**src/core/tcct_pkg.sv**
```systemverilog
package tcct_pkg;

    // ****************************************
    // Register byte offsets
    // ****************************************
    localparam logic [5:0] OFF_STATUS_CTRL = 6'h00;
    localparam logic [5:0] OFF_COUNTER     = 6'h04;
    localparam logic [5:0] OFF_MODULO      = 6'h08;
    localparam logic [5:0] OFF_CH0_SC      = 6'h0C;
    localparam logic [5:0] OFF_CH0_VALUE   = 6'h10;
    localparam logic [5:0] OFF_CH1_SC      = 6'h14;
    localparam logic [5:0] OFF_CH1_VALUE   = 6'h18;
    localparam logic [5:0] OFF_PIN_STATUS  = 6'h1C;

    // ****************************************
    // Field positions
    // ****************************************
    localparam int POS_PS        = 0;
    localparam int POS_RESET     = 4;
    localparam int POS_HALT      = 5;
    localparam int POS_OVF_IE    = 6;
    localparam int POS_OVF_FLAG  = 7;
    localparam int POS_CH_LEVEL  = 0;
    localparam int POS_CH_EDGE   = 2;
    localparam int POS_CH_MODE   = 4;
    localparam int POS_CH_TOV    = 6;
    localparam int POS_CH_IE     = 7;
    localparam int POS_CH_FLAG   = 8;

    // ****************************************
    // Reset values
    // ****************************************
    localparam logic [15:0] RST_MODULO   = 16'hFFFF;
    localparam logic [2:0]  RST_PS       = 3'h0;
    localparam logic        RST_HALT     = 1'b1;
    localparam logic [15:0] RST_COUNTER  = 16'h0000;

    // ****************************************
    // Prescaler select codes
    // ****************************************
    localparam logic [2:0] PS_EXT_CLOCK = 3'h7;

    // ****************************************
    // Channel mode field
    // ****************************************
    localparam logic [1:0] MODE_CAPTURE  = 2'h0;
    localparam logic [1:0] MODE_COMPARE  = 2'h1;
    localparam logic [1:0] MODE_BUFFERED = 2'h2;

    // ****************************************
    // Edge and level codes
    // ****************************************
    typedef enum logic [1:0] {
        EDGE_NONE    = 2'b00,
        EDGE_RISING  = 2'b01,
        EDGE_FALLING = 2'b10,
        EDGE_ANY     = 2'b11
    } tcct_edge_t;

    typedef enum logic [1:0] {
        ACT_NONE   = 2'b00,
        ACT_TOGGLE = 2'b01,
        ACT_CLEAR  = 2'b10,
        ACT_SET    = 2'b11
    } tcct_action_t;

    // ****************************************
    // Channel configuration carrier
    // ****************************************
    typedef struct packed {
        logic         irqEnable;
        logic         toggleOnWrap;
        logic [1:0]   mode;
        tcct_edge_t   trigger;
        tcct_action_t action;
    } tcct_chan_cfg_t;

    // ****************************************
    // Bus response codes
    // ****************************************
    localparam logic [1:0] RESP_OKAY   = 2'h0;
    localparam logic [1:0] RESP_SLVERR = 2'h2;

endpackage : tcct_pkg

```
**src/core/tcct_timer.sv**
```systemverilog
// The AXI4-Lite interface to the registers and the placing of the registers are this design's own decisions.
`timescale 1ns/100ps
module tcct_timer (
    // Clock, enable, reset
    input  wire logic        mclk,
    input  wire logic        clkEn,
    input  wire logic        rst_n,
    // AXI4-Lite write address
    input  wire logic [5:0]  s_axi_awaddr,
    input  wire logic        s_axi_awvalid,
    output logic             s_axi_awready,
    // AXI4-Lite write data
    input  wire logic [31:0] s_axi_wdata,
    input  wire logic [3:0]  s_axi_wstrb,
    input  wire logic        s_axi_wvalid,
    output logic             s_axi_wready,
    // AXI4-Lite write response
    output logic [1:0]       s_axi_bresp,
    output logic             s_axi_bvalid,
    input  wire logic        s_axi_bready,
    // AXI4-Lite read address
    input  wire logic [5:0]  s_axi_araddr,
    input  wire logic        s_axi_arvalid,
    output logic             s_axi_arready,
    // AXI4-Lite read data
    output logic [31:0]      s_axi_rdata,
    output logic [1:0]       s_axi_rresp,
    output logic             s_axi_rvalid,
    input  wire logic        s_axi_rready,
    // Shared port pins: timer function or general purpose
    input  wire logic        chan0_pin_in,
    output logic             chan0_pin_out,
    output logic             chan0_pin_oe,
    input  wire logic        chan1_pin_in,
    output logic             chan1_pin_out,
    output logic             chan1_pin_oe,
    input  wire logic        ext_timer_clock_pin,
    // Port-side general-purpose drive, used while the timer releases a pin
    input  wire logic [1:0]  gpioOut,
    input  wire logic [1:0]  gpioOe,
    // Interrupt requests
    output logic             overflowIrq,
    output logic [1:0]       chanIrq
);

    // ****************************************
    // Reset release and pin synchronisers
    // ****************************************
    logic       rstSync1_reg;
    logic       rstSync2_reg;
    logic [2:0] pinSync1_reg;
    logic [2:0] pinSync2_reg;
    logic [2:0] pinPrev_reg;

    always_ff @(posedge mclk or negedge rst_n) begin
        if (!rst_n) begin
            rstSync1_reg <= 1'b0;
            rstSync2_reg <= 1'b0;
        end else begin
            rstSync1_reg <= 1'b1;
            rstSync2_reg <= rstSync1_reg;
        end
    end

    wire logic rstInt_n = rstSync2_reg;

    always_ff @(posedge mclk or negedge rstInt_n) begin
        if (!rstInt_n) begin
            pinSync1_reg <= 3'h0;
            pinSync2_reg <= 3'h0;
            pinPrev_reg  <= 3'h0;
        end else if (clkEn) begin
            pinSync1_reg <= {ext_timer_clock_pin, chan1_pin_in, chan0_pin_in};
            pinSync2_reg <= pinSync1_reg;
            pinPrev_reg  <= pinSync2_reg;
        end
    end

    wire logic [2:0] pinRise = pinSync2_reg & ~pinPrev_reg;
    wire logic [2:0] pinFall = ~pinSync2_reg & pinPrev_reg;

    // ****************************************
    // Control state
    // ****************************************
    logic [2:0]           psSel_reg;
    logic                 halt_reg;
    logic                 ovfIe_reg;
    logic                 ovfFlag_reg;
    logic [15:0]          modulo_reg;
    logic [15:0]          counter_reg;
    logic [6:0]           prescale_reg;
    tcct_pkg::tcct_chan_cfg_t [1:0] cfg_reg;
    logic [1:0]           chFlag_reg;
    logic [15:0]          chValue_reg [2];
    logic                 activeCh_reg;
    logic                 pendingCh_reg;
    logic [1:0]           pinLevel_reg;

    // ****************************************
    // Bus slave handshake
    // ****************************************
    logic        awHeld_reg;
    logic [5:0]  awAddr_reg;
    logic        wHeld_reg;
    logic [31:0] wData_reg;
    logic [3:0]  wStrb_reg;

    wire logic awTake  = s_axi_awvalid && s_axi_awready;
    wire logic wTake   = s_axi_wvalid && s_axi_wready;
    wire logic wrGo    = clkEn && awHeld_reg && wHeld_reg && !s_axi_bvalid;
    wire logic rdTake  = clkEn && s_axi_arvalid && s_axi_arready;
    wire logic [5:0] wa = awAddr_reg;
    wire logic lowLane = wStrb_reg[0];
    wire logic hiLane  = wStrb_reg[1];

    wire logic wrSc    = wrGo && wa == tcct_pkg::OFF_STATUS_CTRL;
    wire logic wrMod   = wrGo && wa == tcct_pkg::OFF_MODULO;
    wire logic wrCh0Sc = wrGo && wa == tcct_pkg::OFF_CH0_SC;
    wire logic wrCh1Sc = wrGo && wa == tcct_pkg::OFF_CH1_SC;
    wire logic wrCh0V  = wrGo && wa == tcct_pkg::OFF_CH0_VALUE;
    wire logic wrCh1V  = wrGo && wa == tcct_pkg::OFF_CH1_VALUE;
    wire logic wrHit   = wrSc || wrMod || wrCh0Sc || wrCh1Sc || wrCh0V || wrCh1V
                         || (wrGo && (wa == tcct_pkg::OFF_COUNTER
                                      || wa == tcct_pkg::OFF_PIN_STATUS));
    wire logic [1:0] wrChV  = {wrCh1V, wrCh0V};
    wire logic [1:0] wrChSc = {wrCh1Sc, wrCh0Sc};

    always_ff @(posedge mclk or negedge rstInt_n) begin
        if (!rstInt_n) begin
            s_axi_awready <= 1'b1;
            s_axi_wready  <= 1'b1;
            awHeld_reg    <= 1'b0;
            wHeld_reg     <= 1'b0;
            awAddr_reg    <= 6'h00;
            wData_reg     <= 32'h0000_0000;
            wStrb_reg     <= 4'h0;
            s_axi_bvalid  <= 1'b0;
            s_axi_bresp   <= tcct_pkg::RESP_OKAY;
        end else if (clkEn) begin
            if (awTake) begin
                awHeld_reg    <= 1'b1;
                awAddr_reg    <= {s_axi_awaddr[5:2], 2'b00};
                s_axi_awready <= 1'b0;
            end
            if (wTake) begin
                wHeld_reg    <= 1'b1;
                wData_reg    <= s_axi_wdata;
                wStrb_reg    <= s_axi_wstrb;
                s_axi_wready <= 1'b0;
            end
            if (wrGo) begin
                awHeld_reg   <= 1'b0;
                wHeld_reg    <= 1'b0;
                s_axi_bvalid <= 1'b1;
                s_axi_bresp  <= wrHit ? tcct_pkg::RESP_OKAY : tcct_pkg::RESP_SLVERR;
            end
            if (s_axi_bvalid && s_axi_bready) begin
                s_axi_bvalid  <= 1'b0;
                s_axi_awready <= 1'b1;
                s_axi_wready  <= 1'b1;
            end
        end
    end

    // ****************************************
    // Prescaler and count tick
    // ****************************************
    wire logic [7:0] divTaps  = {1'b0, prescale_reg};
    wire logic [7:0] divNext  = divTaps + 8'h01;
    wire logic [6:0] divRise  = divNext[6:0] & ~prescale_reg;
    wire logic [7:0] tickSel  = {pinRise[2], 1'b0, divRise[5:0]};
    wire logic       rawTick  = psSel_reg == tcct_pkg::PS_EXT_CLOCK ? pinRise[2]
                                : (psSel_reg == 3'h0 ? 1'b1 : tickSel[psSel_reg - 3'h1]);
    wire logic       tick     = clkEn && rawTick && !halt_reg;
    wire logic       atModulo = counter_reg == modulo_reg;
    wire logic       wrapTick = tick && atModulo;
    wire logic       ctrReset = wrSc && lowLane && wData_reg[tcct_pkg::POS_RESET];

    always_ff @(posedge mclk or negedge rstInt_n) begin
        if (!rstInt_n) begin
            prescale_reg <= 7'h00;
            counter_reg  <= tcct_pkg::RST_COUNTER;
        end else if (clkEn) begin
            if (ctrReset) begin
                prescale_reg <= 7'h00;
                counter_reg  <= tcct_pkg::RST_COUNTER;
            end else begin
                prescale_reg <= divNext[6:0];
                if (wrapTick) begin
                    counter_reg <= 16'h0000;
                end else if (tick) begin
                    counter_reg <= counter_reg + 16'h0001;
                end
            end
        end
    end

    // ****************************************
    // Global control and overflow flag
    // ****************************************
    wire logic ovfEvent = tick && atModulo;
    wire logic ovfClear = wrSc && lowLane && !wData_reg[tcct_pkg::POS_OVF_FLAG];

    always_ff @(posedge mclk or negedge rstInt_n) begin
        if (!rstInt_n) begin
            psSel_reg   <= tcct_pkg::RST_PS;
            halt_reg    <= tcct_pkg::RST_HALT;
            ovfIe_reg   <= 1'b0;
            ovfFlag_reg <= 1'b0;
            modulo_reg  <= tcct_pkg::RST_MODULO;
        end else if (clkEn) begin
            if (wrSc && lowLane) begin
                psSel_reg <= wData_reg[tcct_pkg::POS_PS +: 3];
                halt_reg  <= wData_reg[tcct_pkg::POS_HALT];
                ovfIe_reg <= wData_reg[tcct_pkg::POS_OVF_IE];
            end
            if (ovfEvent) begin
                ovfFlag_reg <= 1'b1;
            end else if (ovfClear) begin
                ovfFlag_reg <= 1'b0;
            end
            if (wrMod && lowLane) begin
                modulo_reg[7:0] <= wData_reg[7:0];
            end
            if (wrMod && hiLane) begin
                modulo_reg[15:8] <= wData_reg[15:8];
            end
        end
    end

    // ****************************************
    // Linked-pair selection
    // ****************************************
    wire logic linked = cfg_reg[0].mode[1];
    wire logic [1:0] effMode0 = linked ? tcct_pkg::MODE_BUFFERED : cfg_reg[0].mode;
    wire logic [1:0] effMode1 = linked ? tcct_pkg::MODE_CAPTURE : cfg_reg[1].mode;

    always_ff @(posedge mclk or negedge rstInt_n) begin
        if (!rstInt_n) begin
            activeCh_reg  <= 1'b0;
            pendingCh_reg <= 1'b0;
        end else if (clkEn) begin
            if (!linked) begin
                activeCh_reg  <= 1'b0;
                pendingCh_reg <= 1'b0;
            end else begin
                if (wrCh1V) begin
                    pendingCh_reg <= 1'b1;
                end else if (wrCh0V) begin
                    pendingCh_reg <= 1'b0;
                end
                if (ovfEvent) begin
                    activeCh_reg <= wrCh1V ? 1'b1 : (wrCh0V ? 1'b0 : pendingCh_reg);
                end
            end
        end
    end

    wire logic [15:0] bufValue = chValue_reg[activeCh_reg];

    // ****************************************
    // Per-channel capture and compare
    // ****************************************
    logic [1:0] chEvent;
    logic [1:0] pinNext;

    for (genvar c = 0; c < 2; c++) begin : g_chan
        wire logic [1:0]      mode    = c == 0 ? effMode0 : effMode1;
        wire logic            isCap   = mode == tcct_pkg::MODE_CAPTURE;
        wire tcct_pkg::tcct_edge_t edgeSel = cfg_reg[c].trigger;
        wire logic            capEdge = !(c == 1 && linked)
                                        && ((edgeSel[0] && pinRise[c])
                                            || (edgeSel[1] && pinFall[c]));
        wire logic [15:0]     cmpVal  = (c == 0 && linked) ? bufValue : chValue_reg[c];
        wire logic            match   = !isCap && tick && counter_reg == cmpVal;
        wire tcct_pkg::tcct_action_t act = cfg_reg[c].action;
        logic                 lvl;

        always_comb begin
            lvl = pinLevel_reg[c];
            if (match) begin
                case (act)
                    tcct_pkg::ACT_TOGGLE: lvl = ~lvl;
                    tcct_pkg::ACT_CLEAR:  lvl = 1'b0;
                    tcct_pkg::ACT_SET:    lvl = 1'b1;
                    default:              lvl = lvl;
                endcase
            end
            if (!isCap && ovfEvent && cfg_reg[c].toggleOnWrap) begin
                lvl = ~lvl;
            end
        end

        assign pinNext[c] = lvl;
        assign chEvent[c] = (isCap && capEdge) || match;

        always_ff @(posedge mclk or negedge rstInt_n) begin
            if (!rstInt_n) begin
                cfg_reg[c]     <= '0;
                chFlag_reg[c]  <= 1'b0;
                chValue_reg[c] <= 16'h0000;
            end else if (clkEn) begin
                if (wrChSc[c] && lowLane) begin
                    cfg_reg[c] <= wData_reg[7:0];
                end
                if (chEvent[c]) begin
                    chFlag_reg[c] <= 1'b1;
                end else if (wrChSc[c] && hiLane && !wData_reg[tcct_pkg::POS_CH_FLAG]) begin
                    chFlag_reg[c] <= 1'b0;
                end
                if (isCap && capEdge) begin
                    chValue_reg[c] <= counter_reg;
                end else if (wrChV[c]) begin
                    if (lowLane) chValue_reg[c][7:0]  <= wData_reg[7:0];
                    if (hiLane)  chValue_reg[c][15:8] <= wData_reg[15:8];
                end
            end
        end
    end

    // ****************************************
    // Pin drive and interrupt outputs
    // ****************************************
    wire logic ch0Drive = effMode0 != tcct_pkg::MODE_CAPTURE;
    wire logic ch1Drive = effMode1 != tcct_pkg::MODE_CAPTURE;

    always_ff @(posedge mclk or negedge rstInt_n) begin
        if (!rstInt_n) begin
            pinLevel_reg  <= 2'h0;
            chan0_pin_out <= 1'b0;
            chan0_pin_oe  <= 1'b0;
            chan1_pin_out <= 1'b0;
            chan1_pin_oe  <= 1'b0;
            overflowIrq   <= 1'b0;
            chanIrq       <= 2'h0;
        end else if (clkEn) begin
            pinLevel_reg  <= pinNext;
            chan0_pin_out <= ch0Drive ? pinNext[0] : gpioOut[0];
            chan0_pin_oe  <= ch0Drive ? 1'b1 : gpioOe[0];
            chan1_pin_out <= ch1Drive ? pinNext[1] : gpioOut[1];
            chan1_pin_oe  <= ch1Drive ? 1'b1 : gpioOe[1];
            overflowIrq   <= (ovfFlag_reg || ovfEvent) && ovfIe_reg;
            chanIrq[0]    <= (chFlag_reg[0] || chEvent[0]) && cfg_reg[0].irqEnable;
            chanIrq[1]    <= (chFlag_reg[1] || chEvent[1]) && cfg_reg[1].irqEnable
                             && !linked;
        end
    end

    // ****************************************
    // Read path
    // ****************************************
    wire logic [5:0] ra = {s_axi_araddr[5:2], 2'b00};
    wire logic rdHit = ra <= tcct_pkg::OFF_PIN_STATUS;
    wire logic [31:0] rdMux =
        ra == tcct_pkg::OFF_STATUS_CTRL ? {24'h0, ovfFlag_reg, ovfIe_reg, halt_reg,
                                           1'b0, 1'b0, psSel_reg} :
        ra == tcct_pkg::OFF_COUNTER     ? {16'h0, counter_reg} :
        ra == tcct_pkg::OFF_MODULO      ? {16'h0, modulo_reg} :
        ra == tcct_pkg::OFF_CH0_SC      ? {23'h0, chFlag_reg[0], cfg_reg[0]} :
        ra == tcct_pkg::OFF_CH0_VALUE   ? {16'h0, chValue_reg[0]} :
        ra == tcct_pkg::OFF_CH1_SC      ? {23'h0, chFlag_reg[1], cfg_reg[1]} :
        ra == tcct_pkg::OFF_CH1_VALUE   ? {16'h0, chValue_reg[1]} :
        {27'h0, activeCh_reg, linked, pinSync2_reg[1:0], 1'b0};

    always_ff @(posedge mclk or negedge rstInt_n) begin
        if (!rstInt_n) begin
            s_axi_arready <= 1'b1;
            s_axi_rvalid  <= 1'b0;
            s_axi_rdata   <= 32'h0000_0000;
            s_axi_rresp   <= tcct_pkg::RESP_OKAY;
        end else if (clkEn) begin
            if (rdTake) begin
                s_axi_arready <= 1'b0;
                s_axi_rvalid  <= 1'b1;
                s_axi_rdata   <= rdHit ? rdMux : 32'h0000_0000;
                s_axi_rresp   <= rdHit ? tcct_pkg::RESP_OKAY : tcct_pkg::RESP_SLVERR;
            end else if (s_axi_rvalid && s_axi_rready) begin
                s_axi_rvalid  <= 1'b0;
                s_axi_arready <= 1'b1;
            end
        end
    end

endmodule : tcct_timer

```
**config.mk**
```make
export PLATFORM = sky130hd
export DESIGN_NAME = tcct_timer
export DESIGN_NICKNAME = d
export VERILOG_FILES = /design/src/core/tcct_pkg.sv /design/src/core/tcct_timer.sv
export SDC_FILE = /design/constraint.sdc
export NUM_CORES = 1
export LEC_CHECK = 0
export CORE_ASPECT_RATIO = 0.6
export CORE_MARGIN = 10
export CORE_UTILIZATION = 25
export CTS_BUF_LIST = sky130_fd_sc_hd__clkbuf_4 sky130_fd_sc_hd__clkbuf_8 sky130_fd_sc_hd__clkbuf_16
export DETAILED_ROUTE_END_ITERATION = 8
export DONT_BUFFER_PORTS = 1
export PLACE_DENSITY = 0.41
export SLEW_MARGIN = 20
export SYNTH_ARGS = -nofsm -noshare
export SYNTH_HDL_FRONTEND = slang
export SYNTH_SLANG_ARGS = --single-unit
```
**constraint.sdc**
```tcl
create_clock -name mclk -period 9.04 [get_ports mclk]
set_clock_uncertainty 0.15 [all_clocks]
set_input_delay 0.904 -clock mclk [delete_from_list [all_inputs] [get_ports mclk]]
set_output_delay 0.904 -clock mclk [all_outputs]
set_load 0.1 [all_outputs]
```
==> flow_summary.yaml <==
route:
  drcViolationCount: 0
  drt_wl_total_mm: 30.28
  drt_iter0_markers: 681
  avgViaCountPerCell: 4.939
  drt-pass1-iter-count: 6
  post_drt_wl_per_cell_um: 22.65
  vias: 6604
  ant_nets: 0
layout:
  fin_nets: 930
  final_common_cell: "dfrtp_1"
  multi_input_area_mm2: 0.004393
  syn2layout_area_growth_pct: 12.06
  drive_gt1_share_pct: 18.97
  seqCellArea_mm2: 0.004108
  utilization_pct: 28.38
  final_cell_mix: "142 x dfrtp_1, 97 x nand2_1, 72 x mux2_2"
  final_area_mm2: 0.009920
  num-fill-cells: 3684
  antenna_cells: 0
setup_path:
  cp-start-kind: "flip-flop"
  crit_path_end_kind: "flip-flop"
  cpPeakStageDelay_ns: 0.57
  crit_chain: "inv_1 > ha_1 > or3b_2 > a21oi_1 > o22ai_1 > buf_4 > nor3b_1 > buf_4 > nand2b_1 > nand2b_1 > o21ai_0"
  cp_top_family: "simple AND/OR/NAND/NOR gates"
  r2r_cells: 11
  cp.required_ns: 9.22
  path_depth: 11
  arrival_ns: 4.01
  cp_slowest_cell: "nand2b_1"
  path_buf_inv: 3
  worst-setup-path-type: "flip-flop to flip-flop"
  path_max_fanout: 16
placement:
  place_area_mm2: 0.009296
  dp_hpwl_mm: 22.81
  dpl_worst_slack_ns: 5.169
  gp_congestion: 0.8661
  io_buffer_count: 0
global_route:
  grt_start_max_net_pins: 76
  grt_first_pass_wirelength_mm: 45.62
  track_usage_pct: 13.91
  grt_pass1_vias: 6531
  antenna_found_initial: 0
  grt_overflow: 0
clock_tree:
  clockRootBuffer: "clkbuf_16"
  clock_sinks: 163
  htreeDepth: 4
  clk_pin_slew_ns: 0.07
  post-cts-setup-buffers: 0
  clk_path_buf_depth: 2
  cts_buffers: 17
  insertion_delay_ns: 0.45
  cts_tree: "done"
timing:
  fin_crit_sh_pct: 42.32
  slew_headroom_pct: 27.88
  finalSetupTns_ns: 0
  worst_pin_slew_ns: 1.076
  finalSetupViolCount: 0
  rsz0062_at_grt: "false"
  max_freq_mhz: 261.4
  slew_viol_final: 0
  finalHoldViolCount: 0
  timing.final.ws_setup_ns: 5.214
  layout_min_cycle_time_ns: 3.826
die:
  start_util_pct: 25.33
  ios: 111
  placementRows: 53
  core_area_mm2: 0.03495
  die_x_um: 262.9
  die_area_mm2: 0.04358
  die_h_um: 165.8
yosys:
  synth_cell_types: 67
  syn_avg_cell_area_um2: 10.15
  ys_async_sr_fraction_pct: 100.0
  synth_edf_count: 0
  ys_ff_latch: 163
  yosys_warnings: 0
  syn_inst: 872
  synth-seq-area-share_pct: 46.36
  syn_area_mm2: 0.008852
  synthFlopType: "dfrtp_1"
pwr:
  leakagePower_nw: 3.974
  fin_total_pwr_mw: 2.719
  vdd_drop_max_mv: 0.1479
  p_per_area_mw_per_mm2: 274.1
worst_hold_path:
  hold_path.class: "flip-flop to async pin"
run_status:
  outcome: "completed"
run:
  drv_cap: 0
-- cell type report --
class / instances / share of cell area, %
timing repair buffer: 18 / 1.425
clock inverter: 10 / 1.249
clock buffer: 22 / 4.793
tap: 467 / 5.891
inverter: 25 / 0.9460
multi-input combinational: 632 / 44.29
sequential: 163 / 41.41
-- metrics by stage --
step	instances	hold slack (ns)
6_report	1337	0.03158
5_1_grt	1337	0.05581
4_1_cts	1337	0.04391
3_5_place_dp	1304	0.03929
3_3_place_gp	1304	0.03831
2_1_floorplan	889	0.1812
-- cells in the mapped netlist, drive strengths merged, types with 4 or more instances --
library cell | count | area, µm²
nand3b | 6 | 45.04
a31oi | 5 | 31.28
buf | 31 | 210.2
nor2 | 40 | 150.1
nand3 | 15 | 75.07
nor4 | 6 | 52.55
a21o | 9 | 67.56
and3 | 6 | 37.54
or4 | 4 | 33.78
o22ai | 13 | 81.33
o221ai | 4 | 35.03
inv | 25 | 93.84
nand2b | 17 | 106.4
or2 | 4 | 25.02
a211oi | 12 | 90.09
dfrtp | 143 | 3578
dfstp | 20 | 525.5
o41ai | 5 | 43.79
nand2 | 97 | 364.1
a21oi | 34 | 170.2
a222oi | 7 | 70.07
xor2 | 7 | 61.31
nand4 | 9 | 56.30
nor3 | 12 | 75.07
nor2b | 9 | 56.30
o21ai | 74 | 370.3
clkbuf | 38 | 142.6
ha | 10 | 125.1
nor3b | 7 | 57.55
xnor2 | 41 | 359.1
mux2 | 72 | 810.8
mux2i | 49 | 490.5
-- where the power goes --
part | leakage, nW | internal [mW] | switching, mW
Combinational | 1.63 | 0.297 | 0.370
Sequential | 2.05 | 0.906 | 0.384
Clock | 0.292 | 0.434 | 0.329
Total | 3.97 | 1.64 | 1.08
-- kinds of logic (layout without fill, tap and decap cells) --
family	count (synthesis)	after routing	share of synthesized area, %
other	2	19	0.08484
XOR/XNOR	48	48	4.749
flip-flops	163	163	46.36
adder cells (fa/ha/maj)	10	10	1.413
AO/OA/AOI/OAI	189	189	13.46
AND/OR/NAND/NOR	244	244	13.94
multiplexers	122	122	14.95
buffers and inverters	94	75	5.046
-- what timing repair did --
item                                   CTS  global route
hold buffers                             1             0
gates resized for setup                  0             0
endpoints found under the hold margin    2             0
-- final timing paths --
kind	from	slack (ns)	endpoint
max	psSel_reg[0]	5.21	counter_reg[4]
min	rstInt_n	0.03	chan0_pin_oe
max reg2reg	psSel_reg[0]	5.21	counter_reg[4]
min reg2reg	rstInt_n	0.03	chan0_pin_oe
max in group asynchronous	rstInt_n	7.46	prescale_reg[4]
min in group mclk	rstSync1_reg	0.20	rstInt_n
-- routing by layer --
metal	GRT usage [%]	vias up	share of wire, %
met5	0	-	0
met4	2.739	0	0.81
met3	5.161	17	9.6
met2	15.30	206	33
met1	23.17	3332	56
li1	-	3049	-
Note: power is estimated with default switching activity, not from simulation.
